<file path="config.mk">
export PLATFORM = sky130hd
export DESIGN_NAME = ast_top
export DESIGN_NICKNAME = d
export VERILOG_FILES = /design/src/rtl/ast_pkg.sv /design/src/rtl/ast_top.sv /design/src/rtl/ast_baud.sv /design/src/rtl/ast_tx.sv
export SDC_FILE = /design/constraint.sdc
export NUM_CORES = 1
export LEC_CHECK = 0
export ABC_CLOCK_PERIOD_IN_PS = 2500
export BUFFER_PORTS_ARGS = -buffer_cell sky130_fd_sc_hd__buf_2
export CELL_PAD_IN_SITES_DETAIL_PLACEMENT = 0
export CELL_PAD_IN_SITES_GLOBAL_PLACEMENT = 2
export CORE_MARGIN = 5
export CORE_UTILIZATION = 37
export DETAILED_ROUTE_END_ITERATION = 6
export GPL_TIMING_DRIVEN = 0
export HOLD_SLACK_MARGIN = 0.1
export PLACE_DENSITY = 0.9
export SETUP_SLACK_MARGIN = 0.3
export SLEW_MARGIN = 20
export SYNTH_ARGS = -nofsm -noshare
export SYNTH_HDL_FRONTEND = slang
export SYNTH_SLANG_ARGS = --single-unit
export TNS_END_PERCENT = 100
</file>
<file path="constraint.sdc">
create_clock -name pclk -period 2.5 [get_ports pclk]
set_input_delay 0.125 -clock pclk [delete_from_list [all_inputs] [get_ports pclk]]
set_output_delay 0.125 -clock pclk [all_outputs]
set_load 0.01 [all_outputs]
</file>
<file path="src/rtl/ast_pkg.sv">
// Package for the asynchronous serial transceiver: register map, bit fields,
// reset values, sampling positions and receiver states.
// Assumes a 32-bit APB bus with byte addresses and one word per register.
package ast_pkg;

  // ==================================================
  // Register map (byte addresses)
  localparam logic [7:0] ADDR_DATA = 8'h00;
  localparam logic [7:0] ADDR_STAT = 8'h04;
  localparam logic [7:0] ADDR_CTRL = 8'h08;
  localparam logic [7:0] ADDR_BAUD = 8'h0C;
  localparam logic [7:0] ADDR_PIN = 8'h10;

  // ==================================================
  // Status fields
  localparam int ST_RXDONE = 7;
  localparam int ST_TXDONE = 6;
  localparam int ST_TXEMPTY = 5;
  localparam int ST_BADSTOP = 4;
  localparam int ST_OVR = 3;
  localparam int ST_DBL = 1;

  // ==================================================
  // Control fields
  localparam int CT_RXON = 4;
  localparam int CT_TXON = 3;
  localparam int CT_NINE = 2;
  localparam int CT_RX9 = 1;
  localparam int CT_TX9 = 0;

  // ==================================================
  // Pin fields
  localparam int PN_RXDIR = 0;
  localparam int PN_TXDIR = 1;
  localparam int PN_PULL = 2;
  localparam int PN_TXVAL = 3;

  // ==================================================
  // Reset values and widths
  localparam int DIV_W = 12;
  localparam logic [11:0] BAUD_RST = 12'h144;
  localparam logic RX9_RST = 1'b1;

  // ==================================================
  // Sample positions, counted from zero (sample 1 is index 0)
  localparam logic [3:0] VOTE_LO_N = 4'h7;
  localparam logic [3:0] VOTE_HI_N = 4'h9;
  localparam logic [3:0] LAST_N = 4'hF;
  localparam logic [3:0] VOTE_LO_D = 4'h3;
  localparam logic [3:0] VOTE_HI_D = 4'h5;
  localparam logic [3:0] LAST_D = 4'h7;
  localparam logic [3:0] BITS_8 = 4'h8;
  localparam logic [3:0] BITS_9 = 4'h9;
  localparam logic [3:0] FRAME_8 = 4'hA;
  localparam logic [3:0] FRAME_9 = 4'hB;

  typedef enum logic [1:0] {
    RX_IDLE = 2'b00,
    RX_START = 2'b01,
    RX_DATA = 2'b10,
    RX_STOP = 2'b11
  } ast_rx_st_t;

endpackage

</file>
<file path="src/rtl/ast_top.sv">
// Asynchronous serial transceiver with APB register access and pin overrides.
// Assumes pclk at 50 MHz, inputs synchronous to pclk, a 32-bit APB master.
//
// Contract
// - Character written after stop bit left is loaded into shifter at once.
// - Character written during a frame waits until the stop bit is out.
// - Each load into the shifter sets the buffer-empty flag, unless a data write lands in the same cycle.
// - Load puts start at bit 0, stop at 9 or 10, ninth bit at 9.
// - Bit tick after load drives start, data LSB first, then stop.
// - With nothing pending, buffer-empty stays set until the next data write.
// - Done flag sets after stop held one bit time with nothing written.
// - Transmitter on forces the transmit pin to output over its direction bit.
// - Receiver samples at sixteen per bit; one low idle sample starts a bit.
// - Samples 8, 9, 10 of start; two or more high means noise, rehunt.
// - Each data bit is the majority of its samples 8, 9 and 10.
// - Stop accepted on majority high; otherwise bad stop flag is set.
// - Every finished character with no unread one pending goes to the receive register, done flag set.
// - One data address: writes reach transmit side, reads return receive side.
// - In nine-bit mode the received ninth bit is copied on transfer.
// - Unread character pending drops the new one; overrun shows after read.
// - Receiver on forces receive pin to input; port bit still drives pull-up.
// - Reading the receive register clears the receive done flag.
// - Transmit done clears on vector acknowledge or a written one.
// - Double rate divides by eight instead of sixteen.
// - Receiver off sets no receive flag from the line; a data read still clears done and shows a held overrun.
//
// The APB register port and the placing of the registers were chosen for this implementation.
`timescale 1ns/1ps
module ast_top (
  input wire logic pclk,
  input wire logic presetn,
  input wire logic psel,
  input wire logic penable,
  input wire logic pwrite,
  input wire logic [7:0] paddr,
  input wire logic [31:0] pwdata,
  output logic [31:0] prdata,
  output logic pready,
  output logic pslverr,
  input wire logic tx_vector_ack,
  input wire logic rxd_i,
  output logic rxd_o,
  output logic rxd_oe_n,
  output logic rx_pullup_en,
  output logic txd_o,
  output logic txd_oe_n
);
  import ast_pkg::*;

  typedef struct packed {
    ast_rx_st_t rx_st;
    logic [3:0] rx_cnt;
    logic [2:0] rx_vote;
    logic [8:0] rx_sh;
    logic [3:0] rx_bit;
    logic [7:0] rx_data;
    logic rx_ninth_bit;
    logic rx_done_flag;
    logic bad_stop_flag;
    logic ovr;
    logic ovr_pend;
    logic [7:0] tx_data;
    logic tx_pend;
    logic tx_done_flag;
    logic double_rate_select;
    logic receiver_on;
    logic transmitter_on;
    logic nine_bit_select;
    logic tx_ninth_bit;
    logic [3:0] pin;
    logic [DIV_W-1:0] baud;
    logic [31:0] prdata;
  } ast_top_t;

  localparam ast_top_t ST_RST = '{
    rx_st: RX_IDLE, rx_cnt: 4'h0, rx_vote: 3'h0, rx_sh: 9'h000, rx_bit: 4'h0,
    rx_data: 8'h00, rx_ninth_bit: RX9_RST, rx_done_flag: 1'b0, bad_stop_flag: 1'b0,
    ovr: 1'b0, ovr_pend: 1'b0, tx_data: 8'h00, tx_pend: 1'b0, tx_done_flag: 1'b0,
    double_rate_select: 1'b0, receiver_on: 1'b0, transmitter_on: 1'b0,
    nine_bit_select: 1'b0, tx_ninth_bit: 1'b0, pin: 4'h0, baud: BAUD_RST,
    prdata: 32'h0000_0000};

  ast_top_t s_ff;
  ast_top_t nxt_s;

  logic samp_tick;
  logic bit_tick;
  logic tx_take;
  logic tx_done_pulse;
  logic tx_line;
  logic tx_busy;
  logic wr_acc;
  logic rd_acc;
  logic rd_data;
  logic mapped;
  logic [3:0] vote_lo;
  logic [3:0] vote_hi;
  logic [3:0] last;
  logic [3:0] nbits;
  logic [2:0] votes;
  logic maj;
  logic fin;
  logic [31:0] rv;

  // ==================================================
  // Ticks and transmitter
  ast_baud #(.DW(DIV_W)) u_baud (
    .pclk(pclk),
    .presetn(presetn),
    .divisor(s_ff.baud),
    .double_rate_select(s_ff.double_rate_select),
    .samp_tick(samp_tick),
    .bit_tick(bit_tick)
  );

  ast_tx u_tx (
    .pclk(pclk),
    .presetn(presetn),
    .bit_tick(bit_tick),
    .enable(s_ff.transmitter_on),
    .pend(s_ff.tx_pend),
    .data(s_ff.tx_data),
    .ninth_bit(s_ff.tx_ninth_bit),
    .nine_bit_select(s_ff.nine_bit_select),
    .take(tx_take),
    .done(tx_done_pulse),
    .line(tx_line),
    .busy(tx_busy)
  );

  // ==================================================
  // Bus decode
  assign wr_acc = psel & penable & pwrite;
  assign rd_acc = psel & penable & ~pwrite;
  assign rd_data = rd_acc & (paddr == ADDR_DATA);
  assign mapped = (paddr == ADDR_DATA) | (paddr == ADDR_STAT) | (paddr == ADDR_CTRL) |
                  (paddr == ADDR_BAUD) | (paddr == ADDR_PIN);
  // Zero wait states; read data is captured in the setup cycle
  assign pready = 1'b1;
  assign pslverr = psel & penable & ~mapped;
  assign prdata = s_ff.prdata;

  // ==================================================
  // Receiver sampling positions
  always_comb begin
    vote_lo = s_ff.double_rate_select ? VOTE_LO_D : VOTE_LO_N;
    vote_hi = s_ff.double_rate_select ? VOTE_HI_D : VOTE_HI_N;
    last = s_ff.double_rate_select ? LAST_D : LAST_N;
    nbits = s_ff.nine_bit_select ? BITS_9 : BITS_8;
    votes = {s_ff.rx_vote[1:0], rxd_i};
    maj = (votes[0] & votes[1]) | (votes[0] & votes[2]) | (votes[1] & votes[2]);
  end

  // ==================================================
  // Read value mux
  always_comb begin
    rv = 32'h0000_0000;
    case (paddr)
      ADDR_DATA: begin
        rv[7:0] = s_ff.rx_data;
      end
      ADDR_STAT: begin
        rv[ST_RXDONE] = s_ff.rx_done_flag;
        rv[ST_TXDONE] = s_ff.tx_done_flag;
        rv[ST_TXEMPTY] = ~s_ff.tx_pend;
        rv[ST_BADSTOP] = s_ff.bad_stop_flag;
        rv[ST_OVR] = s_ff.ovr;
        rv[ST_DBL] = s_ff.double_rate_select;
      end
      ADDR_CTRL: begin
        rv[CT_RXON] = s_ff.receiver_on;
        rv[CT_TXON] = s_ff.transmitter_on;
        rv[CT_NINE] = s_ff.nine_bit_select;
        rv[CT_RX9] = s_ff.rx_ninth_bit;
      end
      ADDR_BAUD: begin
        rv[DIV_W-1:0] = s_ff.baud;
      end
      ADDR_PIN: begin
        rv[3:0] = s_ff.pin;
      end
      default: begin
        rv = 32'h0000_0000;
      end
    endcase
  end

  // ==================================================
  // Next state
  always_comb begin
    nxt_s = s_ff;
    fin = 1'b0;
    if (psel && !penable) begin
      nxt_s.prdata = rv;
    end

    // Receiver engine
    if (!s_ff.receiver_on) begin
      nxt_s.rx_st = RX_IDLE;
    end else if (samp_tick) begin
      case (s_ff.rx_st)
        RX_IDLE: begin
          if (!rxd_i) begin
            nxt_s.rx_st = RX_START;
            // First low sample is sample 1, so the next tick sees index 1
            nxt_s.rx_cnt = 4'h1;
          end
        end
        RX_START, RX_DATA, RX_STOP: begin
          nxt_s.rx_cnt = s_ff.rx_cnt + 4'h1;
          if (s_ff.rx_cnt >= vote_lo && s_ff.rx_cnt <= vote_hi) begin
            nxt_s.rx_vote = votes;
          end
          if (s_ff.rx_cnt == vote_hi) begin
            if (s_ff.rx_st == RX_START && maj) begin
              nxt_s.rx_st = RX_IDLE;
            end else if (s_ff.rx_st == RX_DATA) begin
              nxt_s.rx_sh = {maj, s_ff.rx_sh[8:1]};
              nxt_s.rx_bit = s_ff.rx_bit + 4'h1;
            end else if (s_ff.rx_st == RX_STOP) begin
              fin = 1'b1;
              nxt_s.rx_st = RX_IDLE;
            end
          end else if (s_ff.rx_cnt == last) begin
            nxt_s.rx_cnt = 4'h0;
            if (s_ff.rx_st == RX_START) begin
              nxt_s.rx_st = RX_DATA;
              nxt_s.rx_bit = 4'h0;
            end else if (s_ff.rx_bit == nbits) begin
              nxt_s.rx_st = RX_STOP;
            end
          end
        end
        default: begin
          nxt_s.rx_st = RX_IDLE;
        end
      endcase
    end

    // Data read empties the receive side; held overrun now shows
    if (rd_data) begin
      nxt_s.rx_done_flag = 1'b0;
      if (s_ff.ovr_pend) begin
        nxt_s.ovr = 1'b1;
        nxt_s.ovr_pend = 1'b0;
      end
    end
    if (fin) begin
      // Relies on one data read per character
      if (s_ff.rx_done_flag && !rd_data) begin
        nxt_s.ovr_pend = 1'b1;
      end else begin
        nxt_s.rx_data = s_ff.nine_bit_select ? s_ff.rx_sh[7:0] : s_ff.rx_sh[8:1];
        nxt_s.rx_done_flag = 1'b1;
        nxt_s.bad_stop_flag = ~maj;
        nxt_s.ovr = rd_data & s_ff.ovr_pend;
        nxt_s.ovr_pend = 1'b0;
        if (s_ff.nine_bit_select) begin
          nxt_s.rx_ninth_bit = s_ff.rx_sh[8];
        end
      end
    end

    // Transmit side; a write in the cycle of a load wins
    if (tx_take) begin
      nxt_s.tx_pend = 1'b0;
    end
    if (tx_vector_ack) begin
      nxt_s.tx_done_flag = 1'b0;
    end
    if (wr_acc) begin
      case (paddr)
        ADDR_DATA: begin
          nxt_s.tx_data = pwdata[7:0];
          nxt_s.tx_pend = 1'b1;
        end
        ADDR_STAT: begin
          if (pwdata[ST_TXDONE]) begin
            nxt_s.tx_done_flag = 1'b0;
          end
          nxt_s.double_rate_select = pwdata[ST_DBL];
        end
        ADDR_CTRL: begin
          nxt_s.receiver_on = pwdata[CT_RXON];
          nxt_s.transmitter_on = pwdata[CT_TXON];
          nxt_s.nine_bit_select = pwdata[CT_NINE];
          nxt_s.tx_ninth_bit = pwdata[CT_TX9];
        end
        ADDR_BAUD: begin
          nxt_s.baud = pwdata[DIV_W-1:0];
        end
        ADDR_PIN: begin
          nxt_s.pin = pwdata[3:0];
        end
        default: begin
          nxt_s.pin = s_ff.pin;
        end
      endcase
    end
    // Set beats a clear in the same cycle
    if (tx_done_pulse) begin
      nxt_s.tx_done_flag = 1'b1;
    end
  end

  always_ff @(posedge pclk or negedge presetn) begin
    if (!presetn) begin
      s_ff <= ST_RST;
    end else begin
      s_ff <= nxt_s;
    end
  end

  // ==================================================
  // Pin overrides
  // Pin stays with the transmitter until the frame in flight is out
  assign txd_oe_n = ~(s_ff.transmitter_on | tx_busy | s_ff.pin[PN_TXDIR]);
  assign txd_o = (s_ff.transmitter_on | tx_busy) ? tx_line : s_ff.pin[PN_TXVAL];
  assign rxd_oe_n = s_ff.receiver_on | ~s_ff.pin[PN_RXDIR];
  assign rxd_o = s_ff.pin[PN_PULL];
  assign rx_pullup_en = rxd_oe_n & s_ff.pin[PN_PULL];
endmodule

</file>
<file path="src/rtl/ast_baud.sv">
// Bit-rate generator: sample tick every divisor+1 clocks, bit tick every
// sixteen (or eight, double rate) sample ticks.
// Assumes one clock domain; ticks are one-cycle pulses.
`timescale 1ns/1ps
module ast_baud #(
  parameter int DW = 12
) (
  input wire logic pclk,
  input wire logic presetn,
  input wire logic [DW-1:0] divisor,
  input wire logic double_rate_select,
  output logic samp_tick,
  output logic bit_tick
);
  import ast_pkg::*;

  if (DW < 4 || DW > 16) begin : g_chk
    $error("ast_baud: divisor width out of range");
  end

  typedef struct packed {
    logic [DW-1:0] cnt;
    logic [3:0] phase;
    logic samp;
    logic bitt;
  } ast_baud_t;

  ast_baud_t s_ff;
  ast_baud_t nxt_s;
  logic [3:0] last;

  // ==================================================
  // Divider
  always_comb begin
    nxt_s = s_ff;
    nxt_s.samp = 1'b0;
    nxt_s.bitt = 1'b0;
    last = double_rate_select ? LAST_D : LAST_N;
    if (s_ff.cnt == '0) begin
      nxt_s.cnt = divisor;
      nxt_s.samp = 1'b1;
      if (s_ff.phase >= last) begin
        nxt_s.phase = 4'h0;
        nxt_s.bitt = 1'b1;
      end else begin
        nxt_s.phase = s_ff.phase + 4'h1;
      end
    end else begin
      nxt_s.cnt = s_ff.cnt - 1'b1;
    end
  end

  always_ff @(posedge pclk or negedge presetn) begin
    if (!presetn) begin
      s_ff <= '0;
    end else begin
      s_ff <= nxt_s;
    end
  end

  assign samp_tick = s_ff.samp;
  assign bit_tick = s_ff.bitt;
endmodule

</file>
<file path="src/rtl/ast_tx.sv">
// Transmit shifter: loads from the data register when idle, shifts start,
// data LSB first, optional ninth bit and stop on bit ticks.
// Assumes bit_tick is a one-cycle pulse from the bit-rate generator.
`timescale 1ns/1ps
module ast_tx (
  input wire logic pclk,
  input wire logic presetn,
  input wire logic bit_tick,
  input wire logic enable,
  input wire logic pend,
  input wire logic [7:0] data,
  input wire logic ninth_bit,
  input wire logic nine_bit_select,
  output logic take,
  output logic done,
  output logic line,
  output logic busy
);
  import ast_pkg::*;

  typedef struct packed {
    logic [10:0] sh;
    logic [3:0] left;
    logic busy;
    logic hold;
    logic line;
    logic done;
  } ast_tx_t;

  ast_tx_t s_ff;
  ast_tx_t nxt_s;

  // ==================================================
  // Shifter
  always_comb begin
    nxt_s = s_ff;
    nxt_s.done = 1'b0;
    take = 1'b0;
    if (!s_ff.busy && pend && enable) begin
      // Never loads while a frame still sits in the shifter
      take = 1'b1;
      if (nine_bit_select) begin
        nxt_s.sh = {1'b1, ninth_bit, data, 1'b0};
        nxt_s.left = FRAME_9;
      end else begin
        nxt_s.sh = {2'b11, data, 1'b0};
        nxt_s.left = FRAME_8;
      end
      nxt_s.busy = 1'b1;
      nxt_s.hold = 1'b0;
    end else if (bit_tick) begin
      if (s_ff.busy) begin
        nxt_s.line = s_ff.sh[0];
        nxt_s.sh = {1'b1, s_ff.sh[10:1]};
        nxt_s.left = s_ff.left - 4'h1;
        if (s_ff.left == 4'h1) begin
          nxt_s.busy = 1'b0;
          nxt_s.hold = 1'b1;
        end
      end else if (s_ff.hold) begin
        nxt_s.hold = 1'b0;
        nxt_s.done = 1'b1;
      end
    end
  end

  always_ff @(posedge pclk or negedge presetn) begin
    if (!presetn) begin
      s_ff <= '{sh: 11'h7FF, left: 4'h0, busy: 1'b0, hold: 1'b0, line: 1'b1, done: 1'b0};
    end else begin
      s_ff <= nxt_s;
    end
  end

  assign done = s_ff.done;
  assign line = s_ff.line;
  assign busy = s_ff.busy | s_ff.hold;
endmodule

</file>
Yosys cells after proc, flatten, opt, wreduce, memory -nomap -nowiden
Index checks and enable logic that the tools add are counted.
{ "word_totals": {"regBits": 115, "input_bits": 47, "out_inout_bits": 39, "elab_cells": 194} }
{ "classes": {"addsub": 5, "order_cmp": 3, "n_eq_ne": 21, "n_mux": 71, "bitwise_logic": 29, "reduce_logical": 33} }
{ "op_table": {"columns": ["cell", "count"], "rows": [
  ["$mux 4", 11],
  ["$mux 16", 2],
  ["$mux 13", 2],
  ["$mux 12", 2],
  ["$mux 2", 12],
  ["$mux 1", 23],
  ["$mux 23", 1],
  ["$mux 22", 1],
  ["$mux 19", 1],
  ["$mux 17", 1],
  ["$eq 8x4->1 const B", 2],
  ["$reduce_and 2->1", 8],
  ["$ne 5x5->1 const B", 3],
  ["$mux 14", 1],
  ["$add 4x1->4 const B", 3],
  ["$eq 4x4->1", 3],
  ["$logic_not 12->1", 1],
  ["$mux 6", 2],
  ["$pmux 6 s2", 1],
  ["$reduce_and 6->1", 2],
  ["$sub 12x1->12 const B", 1],
  ["$and 1x1->1", 10],
  ["$or 1x1->1", 10],
  ["$pmux 1 s5", 2],
  ["29 further kinds", 57]
]} }

Longest topological paths before layout
Gate-level depths: netlist (run 1).
{ "logic_depth": {"ltp_word": 10, "ltp_mapped": 8, "depth_no_buf": 7} }

Hierarchy
Synthesis (run 1) repeated with hierarchy kept, for this count alone.
{ "hier_totals": {"cells_unflattened": 526, "area_unflattened_um2": 5833.1} }
{ "by_module_without_submodules": {"columns": ["module", "n_inst", "cells_each", "area_per_inst_um2", "seq_area_each_um2"], "rows": [
  ["ast_top", 1, 353, 3962.6, 1931.9],
  ["ast_baud", 1, 98, 972.2, 450.4],
  ["ast_tx", 1, 75, 898.4, 490.5]
]} }

Least setup slack after synthesis (run 1)
OpenSTA, ideal clock, no wires.
{ "synth_path": {"path_kind": "register to register", "start": "register s_ff[52] in the netlist's numbering", "end": "register s_ff[73] in the netlist's numbering", "setup_time_ps": 82, "arrival_time_ps": 2158, "required_time_ps": 2418, "path_slack_ps": 260, "path_stages_with_launch": 8, "path_buffers": 1, "synth_period_minus_slack_ps": 2240, "path_cell_list": "dfrtp_1 inv_1 ha_1 nand3_1 nor3_1 clkbuf_1 a21oi_1 a31oi_1"} }
{ "synth_between": {"elab_chain_cells": 7} }
{ "synth_rtl": {"columns": ["element", "line", "text"], "rows": [
  ["from (decl)", "ast_top.sv:83", "ast_top_t s_ff;"],
  ["from (signal assigned)", "ast_top.sv:310", "s_ff <= nxt_s;"],
  ["$mux 4", "ast_top.sv:147", "vote_hi = s_ff.double_rate_select ? VOTE_HI_D : VOTE_HI_N;"],
  ["$eq 4x4->1", "ast_top.sv:214", "if (s_ff.rx_cnt == vote_hi) begin"],
  ["$mux 1", "ast_top.sv:214", null],
  ["$mux 1", "ast_top.sv:201", "case (s_ff.rx_st)"],
  ["$mux 1", "ast_top.sv:200", "end else if (samp_tick) begin"],
  ["$mux 1", "ast_top.sv:198", "if (!s_ff.receiver_on) begin"],
  ["$reduce_and 2->1 (no source line)", null, null]
]} }
No other way between the ends.
A chain may end at the register's enable or synchronous reset.

Worst setup path after layout (run 1)
{ "layout_path": {"start": "register u_baud.s_ff[13] in the netlist's numbering", "end": "register u_baud.s_ff[4] in the netlist's numbering"} }
{ "layout_between": {"elab_chain_cells": 1} }
{ "layout_rtl": {"columns": ["element", "line", "text"], "rows": [
  ["from (decl)", "ast_baud.sv:28", "ast_baud_t s_ff;"],
  ["from (signal assigned)", "ast_baud.sv:57", "s_ff <= nxt_s;"],
  ["$logic_not 12->1", "ast_baud.sv:39", "if (s_ff.cnt == '0) begin"]
]} }
No other way between the ends.

==> results, run 1 <==
- The synthesized netlist cell count is 529.
- The die area is 17780 um2.
- The flow ran to the end, and the final reports show no timing, DRC or antenna violations.
- The share of synthesized area spent on multiplexers is 11.89%.
- In this run, synthesis inferred 0 flip-flops with an integrated enable.
- The share of total power dissipated in sequential elements is 41.0%.
- The fraction of registers with async set or reset after synthesis is 100.0%.
- The post-layout worst setup margin is 328.0 ps.
- Setup repair after global routing could not meet its margin everywhere.
- The final cycle utilization of the critical path is 86.88%.
- The detailed router finished its first iteration with 250 violations.
- TritonCTS built the clock tree.
- For this run, the share of the core covered by cells in the final layout is 47.20%.
- Across all hold checks on the routed design, the worst slack comes to 216.1 ps.
- After layout, the minimum clock period comes to 2172 ps.
- At the end of routability-driven placement, the weighted congestion stood at 0.8371.
- Synthesis instantiated 53 different standard cells from the library.
- The worst setup slack before clock tree synthesis is -296.6 ps.
- For the pin with the worst max-slew slack, the measured transition is 646.3 ps.
- On the final layout, the worst clock skew is 9.707 ps.
- The layout filler cell count is 1381.
- Net switching is 24.21% of the power.
- In this design, the largest share of critical-path delay is due to simple AND/OR/NAND/NOR gates.
- The number of hold violations in the final report is 0.
- The first detailed-routing pass took 4 iterations.
- The number of global-route vias before repair is 4265.
- The internal portion of the total power is 4.002 mW.
- From synthesis to final layout, the design area changed by 26.08%.
- The sequential share of the synthesized area is 51.04%.
- The clock tree root driver cell is sky130_fd_sc_hd__clkbuf_16.
- After floorplanning, the core was divided into 45 placement rows.
- The number of input and output port buffers inserted is 42.
- The switching power of the nets is 1.278 mW.
- The length of routed met3 wiring is 786 um.
- Counting tap cells, the placed design contains a total of 779 instances.
- The initial antenna violation count is 0.
- The post-detailed-route wirelength per cell is 15.83 um.
- The warning count from the yosys run is 0.
- The number of clock sinks seen by CTS is 114.
- Data on the critical path arrives at its endpoint at 2470 ps.
- The sum of net half-perimeters after detailed placement is 9.489 mm.
- Entering global routing, the biggest net connects 60 pins.
- The most used flip-flop cell after synthesis is sky130_fd_sc_hd__dfrtp_1.
- The power per cell area is 744.2 nW/um2.
- The H-tree was split into 4 levels.
- The longest clock path from root to sink contains 2 buffers.
- After synthesis, the mean cell area works out to 10.64 um2.
- The final instance count without filler cells is 834.
- The wire length the detailed router placed on met1 is 5.764 mm.
- The number of buffers added by the clock tree synthesis step is 17.
- The cell area after layout is 7096 um2.
- The floorplan step set the die width to 133.3 um.
- The post-synthesis instance area is 5628 um2.
- The starting density of the core is 37.44%.
- Combinational logic is responsible for 11.7% of the overall power.
- The top layer reached by signal wires is met4.
- The area share of fa/ha/maj cells after synthesis is 2.846%.
- After global routing the overflow that remains totals 0.
- The die height is 133.3 um.
- The maximum net fanout on the critical path is 6.
- The number of antenna-violating nets in the routed design is 0.
- The wire length after detailed routing is 13.20 mm.
- In this design, the critical path's most frequently occurring cell is sky130_fd_sc_hd__or3_4.
- The number of setup violations in the final report is 0.
- The fraction of layout instances using a drive strength above 1 is 30.80%.
- The leading cell type in the layout, fill and taps excluded is sky130_fd_sc_hd__dfrtp_1.
- The share of power burned in the clock network is 47.3%.
- The min-delay analysis places its worst path in the category in2reg.
- The worst-skew pair later-pin latency is 410 ps.
- The final layout net count is 692.
- The data required time of the critical path is 2800 ps.
- The total number of vias is 4247.
- Overall power consumption after layout is estimated at 5.281 mW.
- The leakage power of the design is 3.348 nW.
- 0 antenna diodes ended up in the layout.
- The worst setup path is launched from a flop.
- The kind of critical path is reg2reg.
- The first-pass GRT wire length is 21.61 mm.
- In this design, the stage delay of the slowest critical-path cell is 530 ps.
- The clock input transition at the sequential cells of the worst setup and hold paths is 50 ps.
- The dominant combinational cell family by area after synthesis is simple AND/OR/NAND/NOR gates.
- The floorplan step defined a core boundary enclosing 15030 um2.
- Across the run, the number of max-cap violations was 0.
- The global-route usage over all layers is 15.40%.
- The post-route DRC violation count is 0.
- The synthesized netlist devotes 13.85% of its cell area to simple gates.
- In this run the count of I/O pins placed on the die edge is 86.
- The maximum resistive drop on vdd is 0.4471 mV.
- The number of register bits inferred by synthesis is 114.
- Counting both buffers and inverters, the worst setup path holds a total of 1.
- The number of max-slew violations in the final report is 0.
- Summing the areas of all xor and xnor instances in the mapped netlist gives 1.556% of the synthesized area.
- The worst-case headroom to the max-slew limit is 56.75%.
- The setup TNS is 0 ps.
- Timing would allow up to 460.4 MHz.
- In this run the cell area measured after placement is 6181 um2.
- The kind of end point of the critical path is a flop.
- Traced cell by cell, the critical path runs through or4_4 -> or3_4 -> or3_4 -> inv_4 -> o21ai_2 -> a32o_1.
- The post-synthesis compound-gate area fraction is 11.83%.
- After detailed routing, the number of vias per cell comes to 5.092.
- The detailed-routed wire length on met2 is 6.438 mm.
- In the layout the commonest cells are sky130_fd_sc_hd__dfrtp_1, sky130_fd_sc_hd__nand2_1, sky130_fd_sc_hd__mux2_2.
- The standard cell with the maximum stage delay on the critical path is sky130_fd_sc_hd__or4_4.
[power groups by stage]
| stage | Combinational (mW) | Clock (mW) | Sequential, mW |
|---|---|---|---|
| finish | 0.618 | 2.50 | 2.16 |
| floorplan | 0.390 | 0 | 2.15 |
| global placement | 0.517 | 0 | 2.18 |
| global route | 0.699 | 2.63 | 2.19 |
| CTS | 0.580 | 2.55 | 2.16 |
| detailed placement | 0.549 | 0 | 2.19 |
[layer usage]
layer | up-vias | GRT usage (%)
met5 | - | 0
met1 | 2097 | 19.48
li1 | 2036 | -
met4 | 0 | 5.771
met3 | 23 | 4.569
met2 | 91 | 25.00
[sequential cells by signal, indices dropped and copies added, names as in the netlist]
name,cells
u_tx.line,1
u_tx.done,1
u_baud.s_ff,16
rxd_o,1
u_baud.samp_tick,1
u_tx.s_ff,17
u_baud.bit_tick,1
s_ff,64
prdata,12
[final cells by class]
type	instances	area, um2	share of cell area [%]
flip-flops and latches	114	2874	40.50
inverters	15	58.81	0.8288
clock inverters	10	157.7	2.222
plain buffers	51	345.3	4.867
repair buffers	66	456.7	6.436
multi-input cells	368	2514	35.43
well taps	188	235.2	3.315
clock buffers	22	454.2	6.401
[cells in the mapped netlist, types with 2 or more instances]
cell,n,area (um2)
sky130_fd_sc_hd__a211oi_1,3,22.52
sky130_fd_sc_hd__a21oi_1,20,100.1
sky130_fd_sc_hd__a22o_1,7,61.31
sky130_fd_sc_hd__a22oi_1,11,82.58
sky130_fd_sc_hd__a31oi_1,14,87.58
sky130_fd_sc_hd__a32o_1,2,20.02
sky130_fd_sc_hd__and2_1,3,18.77
sky130_fd_sc_hd__and3_1,3,18.77
sky130_fd_sc_hd__buf_1,2,7.510
sky130_fd_sc_hd__buf_2,4,20.02
sky130_fd_sc_hd__buf_4,33,247.7
sky130_fd_sc_hd__clkbuf_1,11,41.29
sky130_fd_sc_hd__conb_1,2,7.510
sky130_fd_sc_hd__dfrtp_1,98,2452
sky130_fd_sc_hd__dfstp_2,16,420.4
sky130_fd_sc_hd__ha_1,12,150.1
sky130_fd_sc_hd__inv_1,14,52.55
sky130_fd_sc_hd__mux2_2,47,529.3
sky130_fd_sc_hd__mux2i_1,14,140.1
sky130_fd_sc_hd__nand2_1,66,247.7
sky130_fd_sc_hd__nand2b_1,3,18.77
sky130_fd_sc_hd__nand3_1,17,85.08
sky130_fd_sc_hd__nand3b_1,4,30.03
sky130_fd_sc_hd__nand4_1,2,12.51
sky130_fd_sc_hd__nor2_1,34,127.6
sky130_fd_sc_hd__nor2b_1,4,25.02
sky130_fd_sc_hd__nor3_1,8,40.04
sky130_fd_sc_hd__nor3b_1,2,15.01
sky130_fd_sc_hd__nor4_1,5,31.28
sky130_fd_sc_hd__o21a_1,2,15.01
sky130_fd_sc_hd__o21ai_0,20,100.1
sky130_fd_sc_hd__o21ai_1,5,25.02
sky130_fd_sc_hd__o311a_1,2,20.02
sky130_fd_sc_hd__o31ai_1,7,52.55
sky130_fd_sc_hd__or2_2,2,12.51
sky130_fd_sc_hd__or3_1,5,31.28
sky130_fd_sc_hd__xnor2_1,7,61.31
sky130_fd_sc_hd__xor2_1,3,26.28
[path summary, 6_finish.rpt]
path                                 start              to  slack [ps]  cells past startpoint
min in group asynchronous          presetn        s_ff[83]         260                      2
max                        u_baud.s_ff[13]  u_baud.s_ff[4]         330                      6
max in group asynchronous          presetn   u_tx.s_ff[12]        1500                      3
max reg2reg                u_baud.s_ff[13]  u_baud.s_ff[4]         330                      6
min reg2reg                  u_tx.s_ff[10]   u_tx.s_ff[10]         460                      2
min                                   psel        s_ff[63]         220                      4
[worst reg2reg max path, cell delays in order (launching register included)]
cell and delay (ps):
sky130_fd_sc_hd__dfrtp_1 400, sky130_fd_sc_hd__or4_4 530, sky130_fd_sc_hd__or3_4 350, sky130_fd_sc_hd__or3_4 420
sky130_fd_sc_hd__inv_4 100, sky130_fd_sc_hd__o21ai_2 50, sky130_fd_sc_hd__a32o_1 200
[timing repair]
| action | CTS | global route |
|---|---|---|
| endpoints found under the hold margin | 87 | 0 |
| resized for setup | 12 | 12 |
| buffers inserted | 3 | 3 |
| gates cloned | 1 | 0 |
| hold buffers | 16 | 0 |
| pin swaps | 1 | 3 |
| endpoints found under the setup margin | 29 | 27 |
[kinds of logic (layout without fill, tap and decap cells)]
kind of cell | Yosys count | after routing
AOI/OAI and AO/OA | 100 | 100
muxes | 61 | 61
xor gates and xnor gates | 10 | 10
and+or+nand+nor | 163 | 163
buffers and inverters | 66 | 164
DFF | 114 | 114
other | 2 | 21
adders and majority gates | 13 | 13
Note: power is estimated with default switching activity, not from simulation.
==> inputs of run 2 (changes only) <==
- CORE_UTILIZATION: 37 -> 38
- CTS_BUF_LIST: default -> sky130_fd_sc_hd__clkbuf_8
- PLACE_DENSITY: 0.9 -> 0.92
==> run 2 against run 1 <==
Global-route usage up 0.21 points. Core utilization up 0.48 points. Critical path depth up 1.
==> results, run 2 (same netlist as run 1, synthesis figures left out) <==
- The sequential group share of total power came to 48.9% (+7.9 points).
- The number of hold violations in the final report is 0 (unchanged).
- The signal arrival time at the worst endpoint came to 2500 ps (+30 ps).
- The number of max-slew violations in the final report is 0 (unchanged).
- The leading cell type in the layout, fill and taps excluded is sky130_fd_sc_hd__dfrtp_1.
- The detail-routed via count per cell is 5.098 (+0.12%).
- The global-route usage over all layers came to 15.61% (+0.21 points).
- The core utilization of the finished layout is 47.68% (+0.48 points).
- The number of H-tree branching levels was 4 (unchanged).
- The width of the die is 131.7 um (-1.2%).
- The cell area after layout is 6930 um2 (-2.3%).
- The worst setup path is launched from a flop.
- The worst-case headroom to the max-slew limit is 52.76% (-4.0 points).
- The leakage power of the design is 3.307 nW (-1.2%).
- The sum of net half-perimeters after detailed placement is 9.403 mm (-0.91%).
- The number of cell rows is 44 (-2.2%).
- The number of diodes added for antenna fixing was 0 (unchanged).
- The worst hold slack is 193.8 ps (-22.34 ps).
- The clock tree root driver cell is sky130_fd_sc_hd__clkbuf_8.
- The switching portion of total power is 26.35% (+2.1 points).
- The initial antenna violation count was 1 (+1).
- The data required time of the critical path is 2810 ps (about the same).
- The number of buffers added by the clock tree synthesis step is 17 (unchanged).
- The layout filler cell count is 1363 (-1.3%).
- The internal cell power is 3.256 mW (-19%).
- The die area is 17340 um2 (-2.4%).
- In the layout the commonest cells are sky130_fd_sc_hd__dfrtp_1, sky130_fd_sc_hd__nand2_1, sky130_fd_sc_hd__mux2_2.
- The starting density of the core is 38.72% (+1.3 points).
- The maximum number of pins on one net before global-route repair is 60 (unchanged).
- In this run the worst hold path is classified as in2reg.
- Setup repair after global routing could not meet its margin everywhere.
- The flow ran to the end, and the final reports show no timing, DRC or antenna violations.
- The slew at the pin with the worst max-slew slack came to 705.9 ps (+59.58 ps).
- The signed area change from the synthesized netlist to the final layout is 23.14%.
- STA classifies the critical path endpoint as a flop.
- The cell count after placement is 775 (-0.51%).
- TritonCTS built the clock tree.
- The power per cell area came to 637.8 nW/um2 (-14%).
- The time the final worst path needs with I/O delays and setup is 2189 ps (+16.99 ps).
- The number of input and output port buffers inserted is 42 (unchanged).
- The violation count after the first detailed-routing iteration was 293 (+17%).
- The clock input transition at the sequential cells of the worst setup and hold paths was 70 ps (+20 ps).
- The final layout net count is 697 (+0.72%).
- The number of top-level pins is 86 (unchanged).
- The number of global-route vias before repair was 4300 (+0.82%).
- The switching power of the nets is 1.165 mW (-8.9%).
- The max capacitance violation total is 0 (unchanged).
- The wire length after detailed routing was 13.10 mm (-0.80%).
- The worst-skew pair later-pin latency is 440 ps (+30 ps).
- The critical path is of the reg2reg type.
- The number of clock sinks seen by CTS is 114 (unchanged).
- The worst clock skew on the final layout was 12.71 ps (+3.003 ps).
- The post-route DRC violation count is 0 (unchanged).
- The largest registers in the layout are s_ff x64, u_tx.s_ff x17, u_baud.s_ff x16.
- The maximum clock insertion buffer count is 2 (unchanged).
- The final weighted congestion in routability-driven placement is 0.8500 (+1.5%).
- The number of flip-flops under the largest register name was 64 (unchanged).
- The maximum net fanout on the critical path is 5 (-1).
- The total congestion overflow after global routing is 0 (unchanged).
- The first-pass GRT wire length is 22.00 mm (+1.8%).
- The setup TNS was 0 ps (unchanged).
- The number of antenna-violating nets in the routed design is 0 (unchanged).
- The fraction of layout instances using a drive strength above 1 is 31.23% (+0.43 points).
- The share of power burned in the clock network is 37.0% (-10 points).
- The number of iterations in the first detailed-routing pass came to 5 (+1).
- The final cycle utilization of the critical path came to 87.56% (+0.68 points).
- The combinational group share of total power came to 14.1% (+2.4 points).
- The maximum resistive drop on vdd is 0.3245 mV (-27%).
- The total number of vias is 4252 (+0.12%).
- The core box area is 14530 um2 (-3.3%).
- The standard cell area after detailed placement is 6176 um2 (about the same).
- The post-detailed-route wirelength per cell is 15.71 um (-0.80%).
- The final instance count without filler cells was 834 (unchanged).
- The fmax is 456.8 MHz (-0.78%).
- Ranked by flip-flop count, first place goes to s_ff.
- The number of setup violations in the final report is 0 (unchanged).
- The die height is 131.7 um (-1.2%).
-- run 2: changes by cell type in the layout (fill, tap and decap cells not counted), sizes merged --
cell | before | now
clkinvlp | 3 | 0
bufinv | 4 | 2
clkinv | 3 | 4
buf | 90 | 94
inv | 15 | 20
clkbuf | 33 | 32
-- run 2: repair_timing --
action,4_1_cts,5_1_grt
setup endpoints to repair,30,28
endpoints found under the hold margin,89,0
pin swaps,0,3
setup buffers,2,8
resized for setup,12,13
cloned,0,2
hold buffers,16,0
-- run 2: power by group through the flow --
stage	Clock (mW)	Combinational [mW]	Sequential (mW)
detailed placement	0	0.543	2.19
CTS	1.68	0.572	2.16
global route	1.77	0.709	2.18
global placement	0	0.518	2.18
floorplan	0	0.390	2.15
finish	1.64	0.622	2.16
-- run 2: cell type report --
type                       count  area [um2]  area share, %
buffer                        51       345.3          4.983
multi-input combinational    368        2517          36.32
clock buffer                  20       275.3          3.972
clock inverter                11       98.84          1.426
inverter                      15       61.31         0.8846
timing repair buffer          71       528.0          7.619
sequential                   114        2874          41.47
tap                          184       230.2          3.322
-- run 2: critical path, stage by stage, from the launching register on --
cell and delay [ps]:
sky130_fd_sc_hd__dfrtp_2 450, sky130_fd_sc_hd__inv_1 90, sky130_fd_sc_hd__ha_4 310, sky130_fd_sc_hd__nand3_4 100, sky130_fd_sc_hd__or3_4 430, sky130_fd_sc_hd__nor2_4 200, sky130_fd_sc_hd__buf_6 150, sky130_fd_sc_hd__mux2_2 330
-- run 2: final timing paths --
check / from / to / slack [ps] / cells past startpoint
max reg2reg: s_ff[52] / s_ff[83] / 310 / 7
max in group asynchronous: presetn / s_ff[67] / 1560 / 3
min reg2reg: u_tx.done / s_ff[53] / 440 / 1
min in group asynchronous: presetn / s_ff[58] / 230 / 2
min: paddr[3] / s_ff[63] / 190 / 4
max: s_ff[52] / s_ff[83] / 310 / 7
-- run 2: routing by layer --
layer / up-vias / wire, um / global-route usage, % / share of wire (%)
met4: 2 / 159 / 4.514 / 1.2
met1: 2088 / 5906 / 20.34 / 45
li1: 2057 / - / - / -
met2: 84 / 6393 / 25.11 / 49
met3: 21 / 631 / 4.893 / 4.8
met5: - / 7 / 0 / 0.053
-- run 2: through the flow --
step	worst slack [ps]	power, mW
after floorplan	260.1	2.544
after global placement	-295.9	2.698
after detailed placement	-324.6	2.734
after CTS	302.1	4.409
after global routing	265.8	4.656
final	311.0	4.421
